**config.mk**
```make
export PLATFORM = sky130hd
export DESIGN_NAME = sarrd_dev_flat
export DESIGN_NICKNAME = d
export VERILOG_FILES = /design/src/rtl/sarrd_pkg.sv /design/src/rtl/sarrd_link_if.sv /design/src/rtl/sarrd_sync.sv /design/src/rtl/sarrd_dev.sv /design/src/flat_wrapper.sv
export SDC_FILE = /design/constraint.sdc
export NUM_CORES = 1
export LEC_CHECK = 0
export BUFFER_PORTS_ARGS = -buffer_cell sky130_fd_sc_hd__buf_2
export CAP_MARGIN = 20
export CORE_MARGIN = 8
export CORE_UTILIZATION = 44
export CTS_CLUSTER_DIAMETER = 60
export DETAILED_ROUTE_END_ITERATION = 10
export GPL_TIMING_DRIVEN = 0
export PLACE_DENSITY = 0.66
export REMOVE_ABC_BUFFERS = 1
export SYNTH_ARGS = -nofsm -noshare
export SYNTH_HDL_FRONTEND = slang
export SYNTH_SLANG_ARGS = --single-unit
```
**constraint.sdc**
```tcl
create_clock -name clk_i -period 4.2 [get_ports clk_i]
set_input_delay 0.21 -clock clk_i [delete_from_list [all_inputs] [get_ports clk_i]]
set_output_delay 0.21 -clock clk_i [all_outputs]
set_load 0.05 [all_outputs]
```
**src/rtl/sarrd_pkg.sv**
```systemverilog
// Purpose: shared constants for the serial converter readout link
// Assumes: one system clock at 10 MHz, link clock sampled as a plain input
// Notes:   all counts are in link-clock falling edges unless named otherwise
package sarrd_pkg;
  localparam int unsigned RES_BITS      = 12;   // result width
  localparam int unsigned LEAD_ZEROS    = 4;    // falling edges carrying zero
  localparam int unsigned CONV_EDGES    = 16;   // link cycles per conversion
  localparam int unsigned ACQ_CYCLES    = 3;    // acquire_phase length
  localparam int unsigned CONVERT_CYCLES = 13;  // convert_phase length
  localparam int unsigned CNT_W         = 5;
  localparam logic [11:0] POS_FULL      = 12'h07FF;
  localparam logic [11:0] NEG_FULL      = 12'h0800;
  localparam int unsigned CODE_STEPS    = 4096; // one step is 2*vref/4096
  // link clock period the host makes, in ns, and its half period in clk_i cycles
  localparam int unsigned SYS_CLK_NS    = 100;
  localparam int unsigned LINK_CLK_NS   = 800;
  localparam int unsigned HALF_DIV      = LINK_CLK_NS / (2 * SYS_CLK_NS);
  localparam logic [4:0]  CNT_LAST      = 5'h0010;
  localparam logic [4:0]  CNT_CONV      = 5'h0004;
  typedef enum logic [1:0] {SARRD_OFF, SARRD_ACQ, SARRD_CONV} sarrd_phase_t;
endpackage

```
**src/rtl/sarrd_link_if.sv**
```systemverilog
// Purpose: three-wire link between the converter end and the host end
// Assumes: result pin is three-state; enable is active low
// Notes:   data always carries the bit register; nothing resolves it from data_oe_n
`timescale 1ns/10ps
interface sarrd_link_if;
  logic frame_n;     // frame select, active low, from host
  logic sclk;        // shift clock from host
  logic data;        // result bit from device
  logic data_oe_n;   // low while device drives the result pin
  modport dev  (input frame_n, input sclk, output data, output data_oe_n);
  modport host (output frame_n, output sclk, input data, input data_oe_n);
endinterface

```
**src/rtl/sarrd_sync.sv**
```systemverilog
// Purpose: two-flop synchroniser for one pin, with edge flags
// Assumes: input comes from outside the clk_i domain
// Notes:   edge flags read the second flop and a third history flop only
`timescale 1ns/10ps
module sarrd_sync (
  // clock and reset
  input  wire logic clk_i,
  input  wire logic sys_rst_i,
  input  wire logic rst_val_i,
  // pin and outputs
  input  wire logic pin_i,
  output logic      lvl_o,
  output logic      rise_o,
  output logic      fall_o
);
  import sarrd_pkg::*;
  logic s1_r, s2_r, s3_r;
  logic s1_nxt, s2_nxt, s3_nxt;
  // shift chain next values
  always_comb begin
    s1_nxt = pin_i;
    s2_nxt = s1_r;
    s3_nxt = s2_r;
  end
  // register chain; reset to the pin's idle level so no false edge follows reset
  always_ff @(posedge clk_i) begin
    if (sys_rst_i) begin
      s1_r <= rst_val_i;
      s2_r <= rst_val_i;
      s3_r <= rst_val_i;
    end else begin
      s1_r <= s1_nxt;
      s2_r <= s2_nxt;
      s3_r <= s3_nxt;
    end
  end
  // level and edges from the settled flops
  assign lvl_o  = s2_r;
  assign rise_o = s2_r & ~s3_r;
  assign fall_o = ~s2_r & s3_r;
endmodule // sarrd_sync

```
**src/rtl/sarrd_dev.sv**
```systemverilog
// Purpose: converter end: frames, phases and streams results on the link
// Assumes: host makes frame select and shift clock; sample arrives in parallel
// Notes:   the analog core is modelled by sampling sample_i at each conversion start
// Overview of operation
// - a conversion spans sixteen shift-clock cycles
// - host may end frame early
// - input sampled when a conversion starts
// - result shifted out most significant first
// - output bits belong to current conversion
// - open frame starts next conversion immediately
// - host captures bits on rising edges
// - result is twelve-bit two's complement code
// - one code step is 2*vref/4096
// - frame falls to start, rises to end
// - result pin floats while frame high
// - first three cycles are acquisition
// - next thirteen cycles convert and output
// - four leading zeros then twelve bits
// - re-acquire after each sixteenth rising edge
// - frame falls, clock high: wait falling edge
// - frame falls, clock low: counts as edge
// - simultaneous fall enters acquisition
// - active while frame low, powered down otherwise
// - early frame rise aborts and floats output
// - output bits change on falling edges
`timescale 1ns/10ps
module sarrd_dev (
  // clock and reset
  input  wire logic                 clk_i,
  input  wire logic                 sys_rst_i,
  // link
  sarrd_link_if.dev                 link,
  // user side: analog stand-in and status
  input  wire logic [11:0]          sample_i,
  output logic                      active_o,
  output sarrd_pkg::sarrd_phase_t   phase_o,
  output logic [11:0]               held_code_o
);
  import sarrd_pkg::*;

  // synchronised pins and sequencer state
  logic                fr_lvl;      // synced frame select, high while closed
  logic                fr_fall;     // frame select fell
  logic                ck_lvl;      // synced shift clock level
  logic                ck_fall;     // shift clock fell
  logic [CNT_W-1:0]    cnt_r;       // falling edges seen in this conversion
  logic [CNT_W-1:0]    cnt_nxt;
  logic [11:0]         code_r;      // sampled code of the running conversion
  logic [11:0]         code_nxt;
  logic                bit_r;       // bit on the result pin
  logic                bit_nxt;
  sarrd_phase_t        ph_r;        // acquire or convert phase
  sarrd_phase_t        ph_nxt;
  logic                fall_ev;     // one effective shift-clock falling edge
  logic                frame_off;   // frame closed and not just opening
  logic                conv_begin;  // this falling edge opens a conversion

  // next falling edge opens a conversion: frame just opened or sixteen edges done
  function automatic logic starts_conv(input logic [CNT_W-1:0] cnt);
    return (cnt == '0) || (cnt == CNT_LAST);
  endfunction

  // bit shown after falling edge cnt+1: zero on the leading edges, then msb down
  function automatic logic edge_bit(input logic [11:0]      code,
                                    input logic [CNT_W-1:0] cnt);
    int idx;
    idx = int'(RES_BITS) - 1 - (int'(cnt) - int'(LEAD_ZEROS));
    if (cnt < CNT_CONV || idx < 0) begin
      return 1'b0;
    end
    return code[idx];
  endfunction

  // pin synchronisers
  sarrd_sync u_fr (
    .clk_i    (clk_i),
    .sys_rst_i(sys_rst_i),
    .rst_val_i(1'b1),
    .pin_i    (link.frame_n),
    .lvl_o    (fr_lvl),
    .rise_o   (),
    .fall_o   (fr_fall)
  );
  sarrd_sync u_ck (
    .clk_i    (clk_i),
    .sys_rst_i(sys_rst_i),
    .rst_val_i(1'b1),
    .pin_i    (link.sclk),
    .lvl_o    (ck_lvl),
    .rise_o   (),
    .fall_o   (ck_fall)
  );

  // a falling frame with clock low counts as the first falling edge
  // with clock high we wait for the real fall
  assign fall_ev = (fr_fall & ~ck_lvl) | (~fr_lvl & ~fr_fall & ck_fall);

  // frame closed: the whole sequencer idles; a frame that is just opening is not closed
  assign frame_off  = fr_lvl & ~fr_fall;
  // a conversion opens on the first edge of a frame or after sixteen edges
  assign conv_begin = fall_ev & starts_conv(cnt_r);

  // edge counter next value: cleared while the frame is closed
  always_comb begin
    cnt_nxt = cnt_r;
    if (frame_off) begin
      cnt_nxt = '0;
    end else if (conv_begin) begin
      cnt_nxt = 5'h01;
    end else if (fall_ev) begin
      cnt_nxt = cnt_r + 5'h01;                            // sixteen edges a conversion
    end
  end

  // edge counter register
  always_ff @(posedge clk_i) begin
    if (sys_rst_i) begin
      cnt_r <= '0;
    end else begin
      cnt_r <= cnt_nxt;
    end
  end

  // sampled code: taken as a conversion opens, kept until the next one opens
  always_comb begin
    code_nxt = code_r;
    if (conv_begin) begin
      code_nxt = sample_i;
    end
  end

  // sampled code register
  always_ff @(posedge clk_i) begin
    if (sys_rst_i) begin
      code_r <= 12'h0000;
    end else begin
      code_r <= code_nxt;
    end
  end

  // phase next value: acquire for three edges, then convert for thirteen
  always_comb begin
    ph_nxt = ph_r;
    if (frame_off) begin
      ph_nxt = SARRD_OFF;
    end else if (conv_begin) begin
      ph_nxt = SARRD_ACQ;                                 // acquire_phase
    end else if (fall_ev && (cnt_r + 5'h01 == CNT_CONV)) begin
      ph_nxt = SARRD_CONV;                                // convert_phase
    end
  end

  // phase register
  always_ff @(posedge clk_i) begin
    if (sys_rst_i) begin
      ph_r <= SARRD_OFF;
    end else begin
      ph_r <= ph_nxt;
    end
  end

  // output bit next value: changes on an effective falling edge, cleared while the frame is closed
  always_comb begin
    bit_nxt = bit_r;
    if (frame_off || conv_begin) begin
      bit_nxt = 1'b0;                                     // first leading zero
    end else if (fall_ev) begin
      bit_nxt = edge_bit(code_r, cnt_r);
    end
  end

  // output bit register
  always_ff @(posedge clk_i) begin
    if (sys_rst_i) begin
      bit_r <= 1'b0;
    end else begin
      bit_r <= bit_nxt;
    end
  end

  // timing note: a new bit reaches the pin three clk_i after the host's clock
  // falls (two pin flops and the bit register), so a host dividing clk_i by
  // less than eight per link period would see the bit after its rising edge;
  // the result is never buffered, a closed frame throws the conversion away

  // pin drive: enable low only inside a frame
  assign link.data      = bit_r;
  assign link.data_oe_n = fr_lvl;
  assign active_o       = ~fr_lvl;
  assign phase_o        = ph_r;
  assign held_code_o    = code_r;
endmodule // sarrd_dev

```
**src/flat_wrapper.sv**
```systemverilog
// flat-port wrapper written by rule: the top's interface ports become plain ports
module sarrd_dev_flat import sarrd_pkg::*;
  (clk_i, sys_rst_i, sample_i, active_o, phase_o, held_code_o, link_frame_n, link_sclk, link_data, link_data_oe_n);
  sarrd_link_if link_i ();
  input  wire logic clk_i;
  input  wire logic sys_rst_i;
  input  wire logic [11:0] sample_i;
  output logic active_o;
  output sarrd_pkg::sarrd_phase_t phase_o;
  output logic [11:0] held_code_o;
  input wire logic [$bits(link_i.frame_n)-1:0] link_frame_n;
  input wire logic [$bits(link_i.sclk)-1:0] link_sclk;
  output wire logic [$bits(link_i.data)-1:0] link_data;
  output wire logic [$bits(link_i.data_oe_n)-1:0] link_data_oe_n;
  assign link_i.frame_n = link_frame_n;
  assign link_i.sclk = link_sclk;
  assign link_data = link_i.data;
  assign link_data_oe_n = link_i.data_oe_n;
  sarrd_dev u_core (.clk_i(clk_i), .sys_rst_i(sys_rst_i), .link(link_i), .sample_i(sample_i), .active_o(active_o), .phase_o(phase_o), .held_code_o(held_code_o));
endmodule
```
-- Word level (Yosys, flattened, before mapping)
Cells that the tools add are included.
- flip-flop bits (word level): 26
- output and inout bits: 17
- input port bits: 16
- logic and storage cells: 53
- magnitude comparators: 3
- $add $sub $neg: 3
- eq/ne operators: 2
- reductions and logical operators: 10
- bitwise logic cells: 11
- multiplexer cells: 12
- operator list (cell ; number):
    less-than comparator 32 x 1 -> 1 bit (second input constant) ; 1
    less-than comparator 32 x 6 -> 1 bit (second input constant) ; 1
    subtractor 5 x 32 -> 32 bit (first input constant) ; 1
    two-way mux 1 bit ; 11
    bitwise AND 1 bit ; 7
    subtractor 5 x 3 -> 6 bit (second input constant) ; 1
    adder 5 x 1 -> 5 bit (second input constant) ; 1
    equality test 5 x 3 -> 1 bit (second input constant) ; 1
    equality test 5 bit (second input constant) ; 1
    logical NOT 5 bit ; 1
    less-than comparator 5 x 3 -> 1 bit (second input constant) ; 1
    binary-select mux 1 bit (select 4 bit) ; 1
    nonzero test 2 bit ; 2
    OR reduction 2 bit ; 2
    logical OR 1 bit ; 3
    inverter 1 bit ; 3
    OR reduction 3 bit ; 1
    logical AND 1 bit ; 1
    OR 1 bit ; 1

-- Depth between registers and ports, before layout
- depth in word-level cells: 10
- mapped depth: 8
- gate-level depth less buffers: 7

-- By module
Synthesis repeated with hierarchy kept, for this count alone.
- cell total of the unflattened synthesis: 132
- area total of the unflattened synthesis: 1307.5 um^2
- by module, submodules not included (module ; instances ; cells each ; sequential area each (um^2) ; area an instance (um^2)):
    sarrd_dev ; 1 ; 116 ; 400.4 ; 1094.8
    sarrd_sync ; 2 ; 8 ; 60.1 ; 106.4

-- Worst setup path after synthesis
No wires, ideal clock.
- kind: register to register
- start point: register u_core.cnt_r[2]
- end point: register u_core.code_r[4], in the netlist u_core.held_code_o[4]
- data arrival time: 1.619 ns
- clock period less this slack: 1.747 ns
- data required time: 4.072 ns
- stages on the path, launching flop included: 9
- buffers on the path: 2
- library setup time: 0.128 ns
- slack: 2.453 ns
- cells stage by stage: dfxtp_1 -> buf_2 -> inv_1 -> ha_1 -> nand2_1 -> nor4_4 -> buf_6 -> mux2i_1 -> nor2_1
- longest elaborated chain between the ends: 3
- elaborated cells between the ends (all ways): 4
- classes of those cells: 1 x eq/ne; 1 x bitwise; 2 x reduce/logical
- ends and longest elaborated chain (what ; line ; RTL):
    from (decl) ; sarrd_dev.sv:46 ; logic [CNT_W-1:0] cnt_r;
    from (signal assigned) ; sarrd_dev.sv:120 ; cnt_r <= cnt_nxt;
    equality test 5 bit or logical NOT 5 bit (tied branches) ; sarrd_dev.sv:60 ; return (cnt == '0) || (cnt == CNT_LAST);
    logical OR 1 bit (*) ; sarrd_dev.sv:60 ;
    bitwise AND 1 bit (*) ; sarrd_dev.sv:101 ; assign conv_begin = fall_ev & starts_conv(cnt_r);
    to (signal assigned) ; sarrd_dev.sv:137 ; code_r <= code_nxt;
    to (decl) ; sarrd_dev.sv:48 ; logic [11:0] code_r;
Every way passes the cells marked *; elsewhere a longest branch is shown, timed or not.
A chain may end at the register's enable or synchronous reset.

-- Worst setup path after layout
- start point: register u_core.cnt_r[2]
- end point: register u_core.code_r[5], in the netlist u_core.held_code_o[5]
Same word-level chain as after synthesis.

==> flow_metrics.py <==
metrics = {
    "synth": {
        "synthArstFlopShare_pct": 0,
        "ys_warn_count": 0,
        "synth_seq_area_share_pct": 41.43,
        "yosys-top-cells-area": "dfxtp_1 (41%), mux2i_1 (14%), ha_1 (7.0%)",
        "synth-edff-count": 0,
        "synth-main-ff-cell": "dfxtp_1",
        "synth-seq-cells": 26,
        "yosys.area.top_type": "dfxtp_1",
        "synthCells": 126,
        "synth_area_sq_mm": 0.001256,
        "synth_top_cell_area_share_pct": 41.43,
        "synth.distinct_cells": 33,
        "syn_avg_cell_area_sq_um": 9.970,
    },
    "power_and_ir_drop": {
        "p_leak_uw": 0.0005721,
        "powerDensity_mw_per_mm2": 278.7,
        "vdd_drop_max_mv": 0.1844,
    },
    "worst_setup_path": {
        "path_max_fanout": 13,
        "r2r_cells": 6,
        "required_ns": 4.42,
        "startpoint_type": "register",
        "arrival_ns": 2.46,
        "r2r_start": "u_core.cnt_r[2]",
        "path_class": "reg2reg",
        "r2r-end": "u_core.held_code_o[5]",
        "r2r_slack_ns": 1.96,
        "crit_path_end_kind": "register",
    },
    "detailed_routing": {
        "routed_wl_mm": 2.420,
        "drtPass1Iterations": 4,
        "vias": 975,
        "wire_per_inst_um": 13.01,
        "drcViolationCount": 0,
        "ant_nets": 0,
        "drt_iter0_drc": 30,
        "vias_per_cell": 5.242,
    },
    "die": {
        "coreArea_sq_mm": 0.002734,
        "start_util_pct": 45.95,
        "rows": 19,
        "io_pins": 33,
        "die-area_sq_mm": 0.004821,
        "die_y_um": 69.43,
        "die_x_um": 69.43,
    },
    "timing": {
        "drv_slew": 0,
        "finClkSkew_ns": 0.005353,
        "finalCritPeriodShare_pct": 53.40,
        "tns_ns": 0,
        "slew_headroom_pct": 30.20,
        "rsz0062_at_grt": "false",
        "fin_crit_ns": 2.243,
        "hold_viol_final": 0,
        "finalSetupViolCount": 0,
        "worst_pin_slew_ns": 1.039,
        "fmaxAchievable_mhz": 445.8,
    },
    "finish": {
        "most-common-layout-cells": "buf_2 (32), dfxtp_1 (26), nor2_1 (17), mux2i_1 (17)",
        "syn2layout_area_growth_pct": 14.64,
        "nets": 179,
        "final_common_cell": "buf_2",
        "layout-drive-gt1-share_pct": 30.97,
        "antenna_cells": 0,
        "final_core_util_pct": 52.68,
    },
    "global_route": {
        "grt_pass1_vias": 1002,
        "grt_use_total_pct": 10.01,
        "grt.overflow.total": 0,
        "grt_max_degree": 19,
        "grt_first_pass_wirelength_mm": 4.174,
        "antenna_found_initial": 0,
    },
    "clocking": {
        "ctsHoldBuffers": 0,
        "clk_pin_slew_worst_paths_ns": 0.14,
        "clock-sinks": 26,
        "tritoncts": "yes",
        "cts-resized-gates": 0,
        "post_cts_buffers": 0,
        "clock_latency_ns": 0.31,
        "cts-buffers-inserted": 3,
        "cts.path.max_buffers": 2,
        "ctsHtreeMaxLevel": 1,
        "clockRootBuffer": "clkbuf_4",
    },
    "place": {
        "dpl.hpwl_mm": 1.903,
        "place_congestion": 0.8222,
        "port-buffer-count": 32,
    },
    "job": {
        "maxCapViolations": 0,
    },
    "hold_path": {
        "holdCritPathClass": "in2reg",
        "hold_end": "u_core.u_ck.s1_r",
        "min-delay-start": "link_sclk",
        "hold_depth": 2,
    },
    "run_status": {
        "status": "finished clean",
    },
}
[flip-flops by register name, summed over array words and instances (netlist names)]
name and flops:
u_core.held_code_o 12, u_core.cnt_r 5, u_core.phase_o 2, u_core.link.data 1, u_core.u_ck.lvl_o 1, u_core.u_ck.s1_r 1, u_core.u_ck.s3_r 1, u_core.u_fr.lvl_o 1
u_core.u_fr.s1_r 1, u_core.u_fr.s3_r 1
[worst max-delay path by stage]
stage / slack [ns] / startpoint / to / cells past startpoint
global placement: 2.03 / u_core.cnt_r[0] / u_core.held_code_o[0] / 6
finish: 1.96 / u_core.cnt_r[2] / u_core.held_code_o[5] / 6
CTS: 1.93 / u_core.cnt_r[2] / u_core.held_code_o[6] / 6
global route: 1.81 / u_core.cnt_r[2] / u_core.held_code_o[4] / 6
detailed placement: 1.95 / u_core.cnt_r[2] / u_core.held_code_o[5] / 6
floorplan: 2.30 / u_core.cnt_r[2] / u_core.held_code_o[10] / 6
[per-stage QoR]
| stage | std cells | setup WS (ns) | cell area, sq um | power [uW] | hold WS [ns] |
|---|---|---|---|---|---|
| 3_3_place_gp | 182 | 2.034 | 1404 | 280.1 | 0.3915 |
| 2_1_floorplan | 119 | 2.303 | 1205 | 269.0 | 0.2824 |
| 6_report | 186 | 1.957 | 1440 | 401.3 | 0.07055 |
| 4_1_cts | 186 | 1.928 | 1440 | 405.3 | 0.06262 |
| 3_5_place_dp | 182 | 1.950 | 1404 | 281.0 | 0.3928 |
| 5_1_grt | 186 | 1.814 | 1440 | 418.6 | 0.05196 |
[critical path, cell delays in order (launching register included)]
cell,delay (ns)
dfxtp_1,0.44
inv_1,0.18
ha_1,0.17
nand2_1,0.14
nor4_4,0.88
mux2i_1,0.28
nor2_1,0.05
[area by class of cell]
cell class,count,area (sq um)
clock buffers,4,36.28
fillers,247,1294
inverters,7,26.28
multi-input cells,86,658.1
flip-flops and latches,26,520.5
well taps,31,38.79
repair buffers,32,160.2
[report_power, final]
group | internal (uW) | leakage, uW | switching [uW]
registers | 250 | 0.000211 | 2.59
logic | 9.46 | 0.000340 | 13.3
clock network | 52.9 | 0.0000210 | 73.2
[synth_stat cells (all sizes together) (4+ instances only)]
master and count:
dfxtp 26, mux2i 17, nor2 17, ha 7
inv 7, nand2 6, buf 5, nor4 5
or2 5, nand3 4, o21ai 4, xnor2 4
[cells by family after synthesis]
family	after synthesis	share of synthesized area (%)
AOI/OAI and AO/OA	10	5.180
DFF	26	41.43
buffers and inverters	14	6.176
and+or+nand+nor	46	21.42
xor gates and xnor gates	5	3.486
muxes	18	15.34
adders and majority gates	7	6.972
[routing by layer]
metal  track usage (%)  routed length (um)  vias to the layer above
met5                 0                   0                        -
met4             3.645                  19                        0
met3             2.861                 111                        2
met2             16.50                1152                       28
met1             11.95                1136                      460
li1                  -                   -                      485
(Power assumes the default switching activity.)
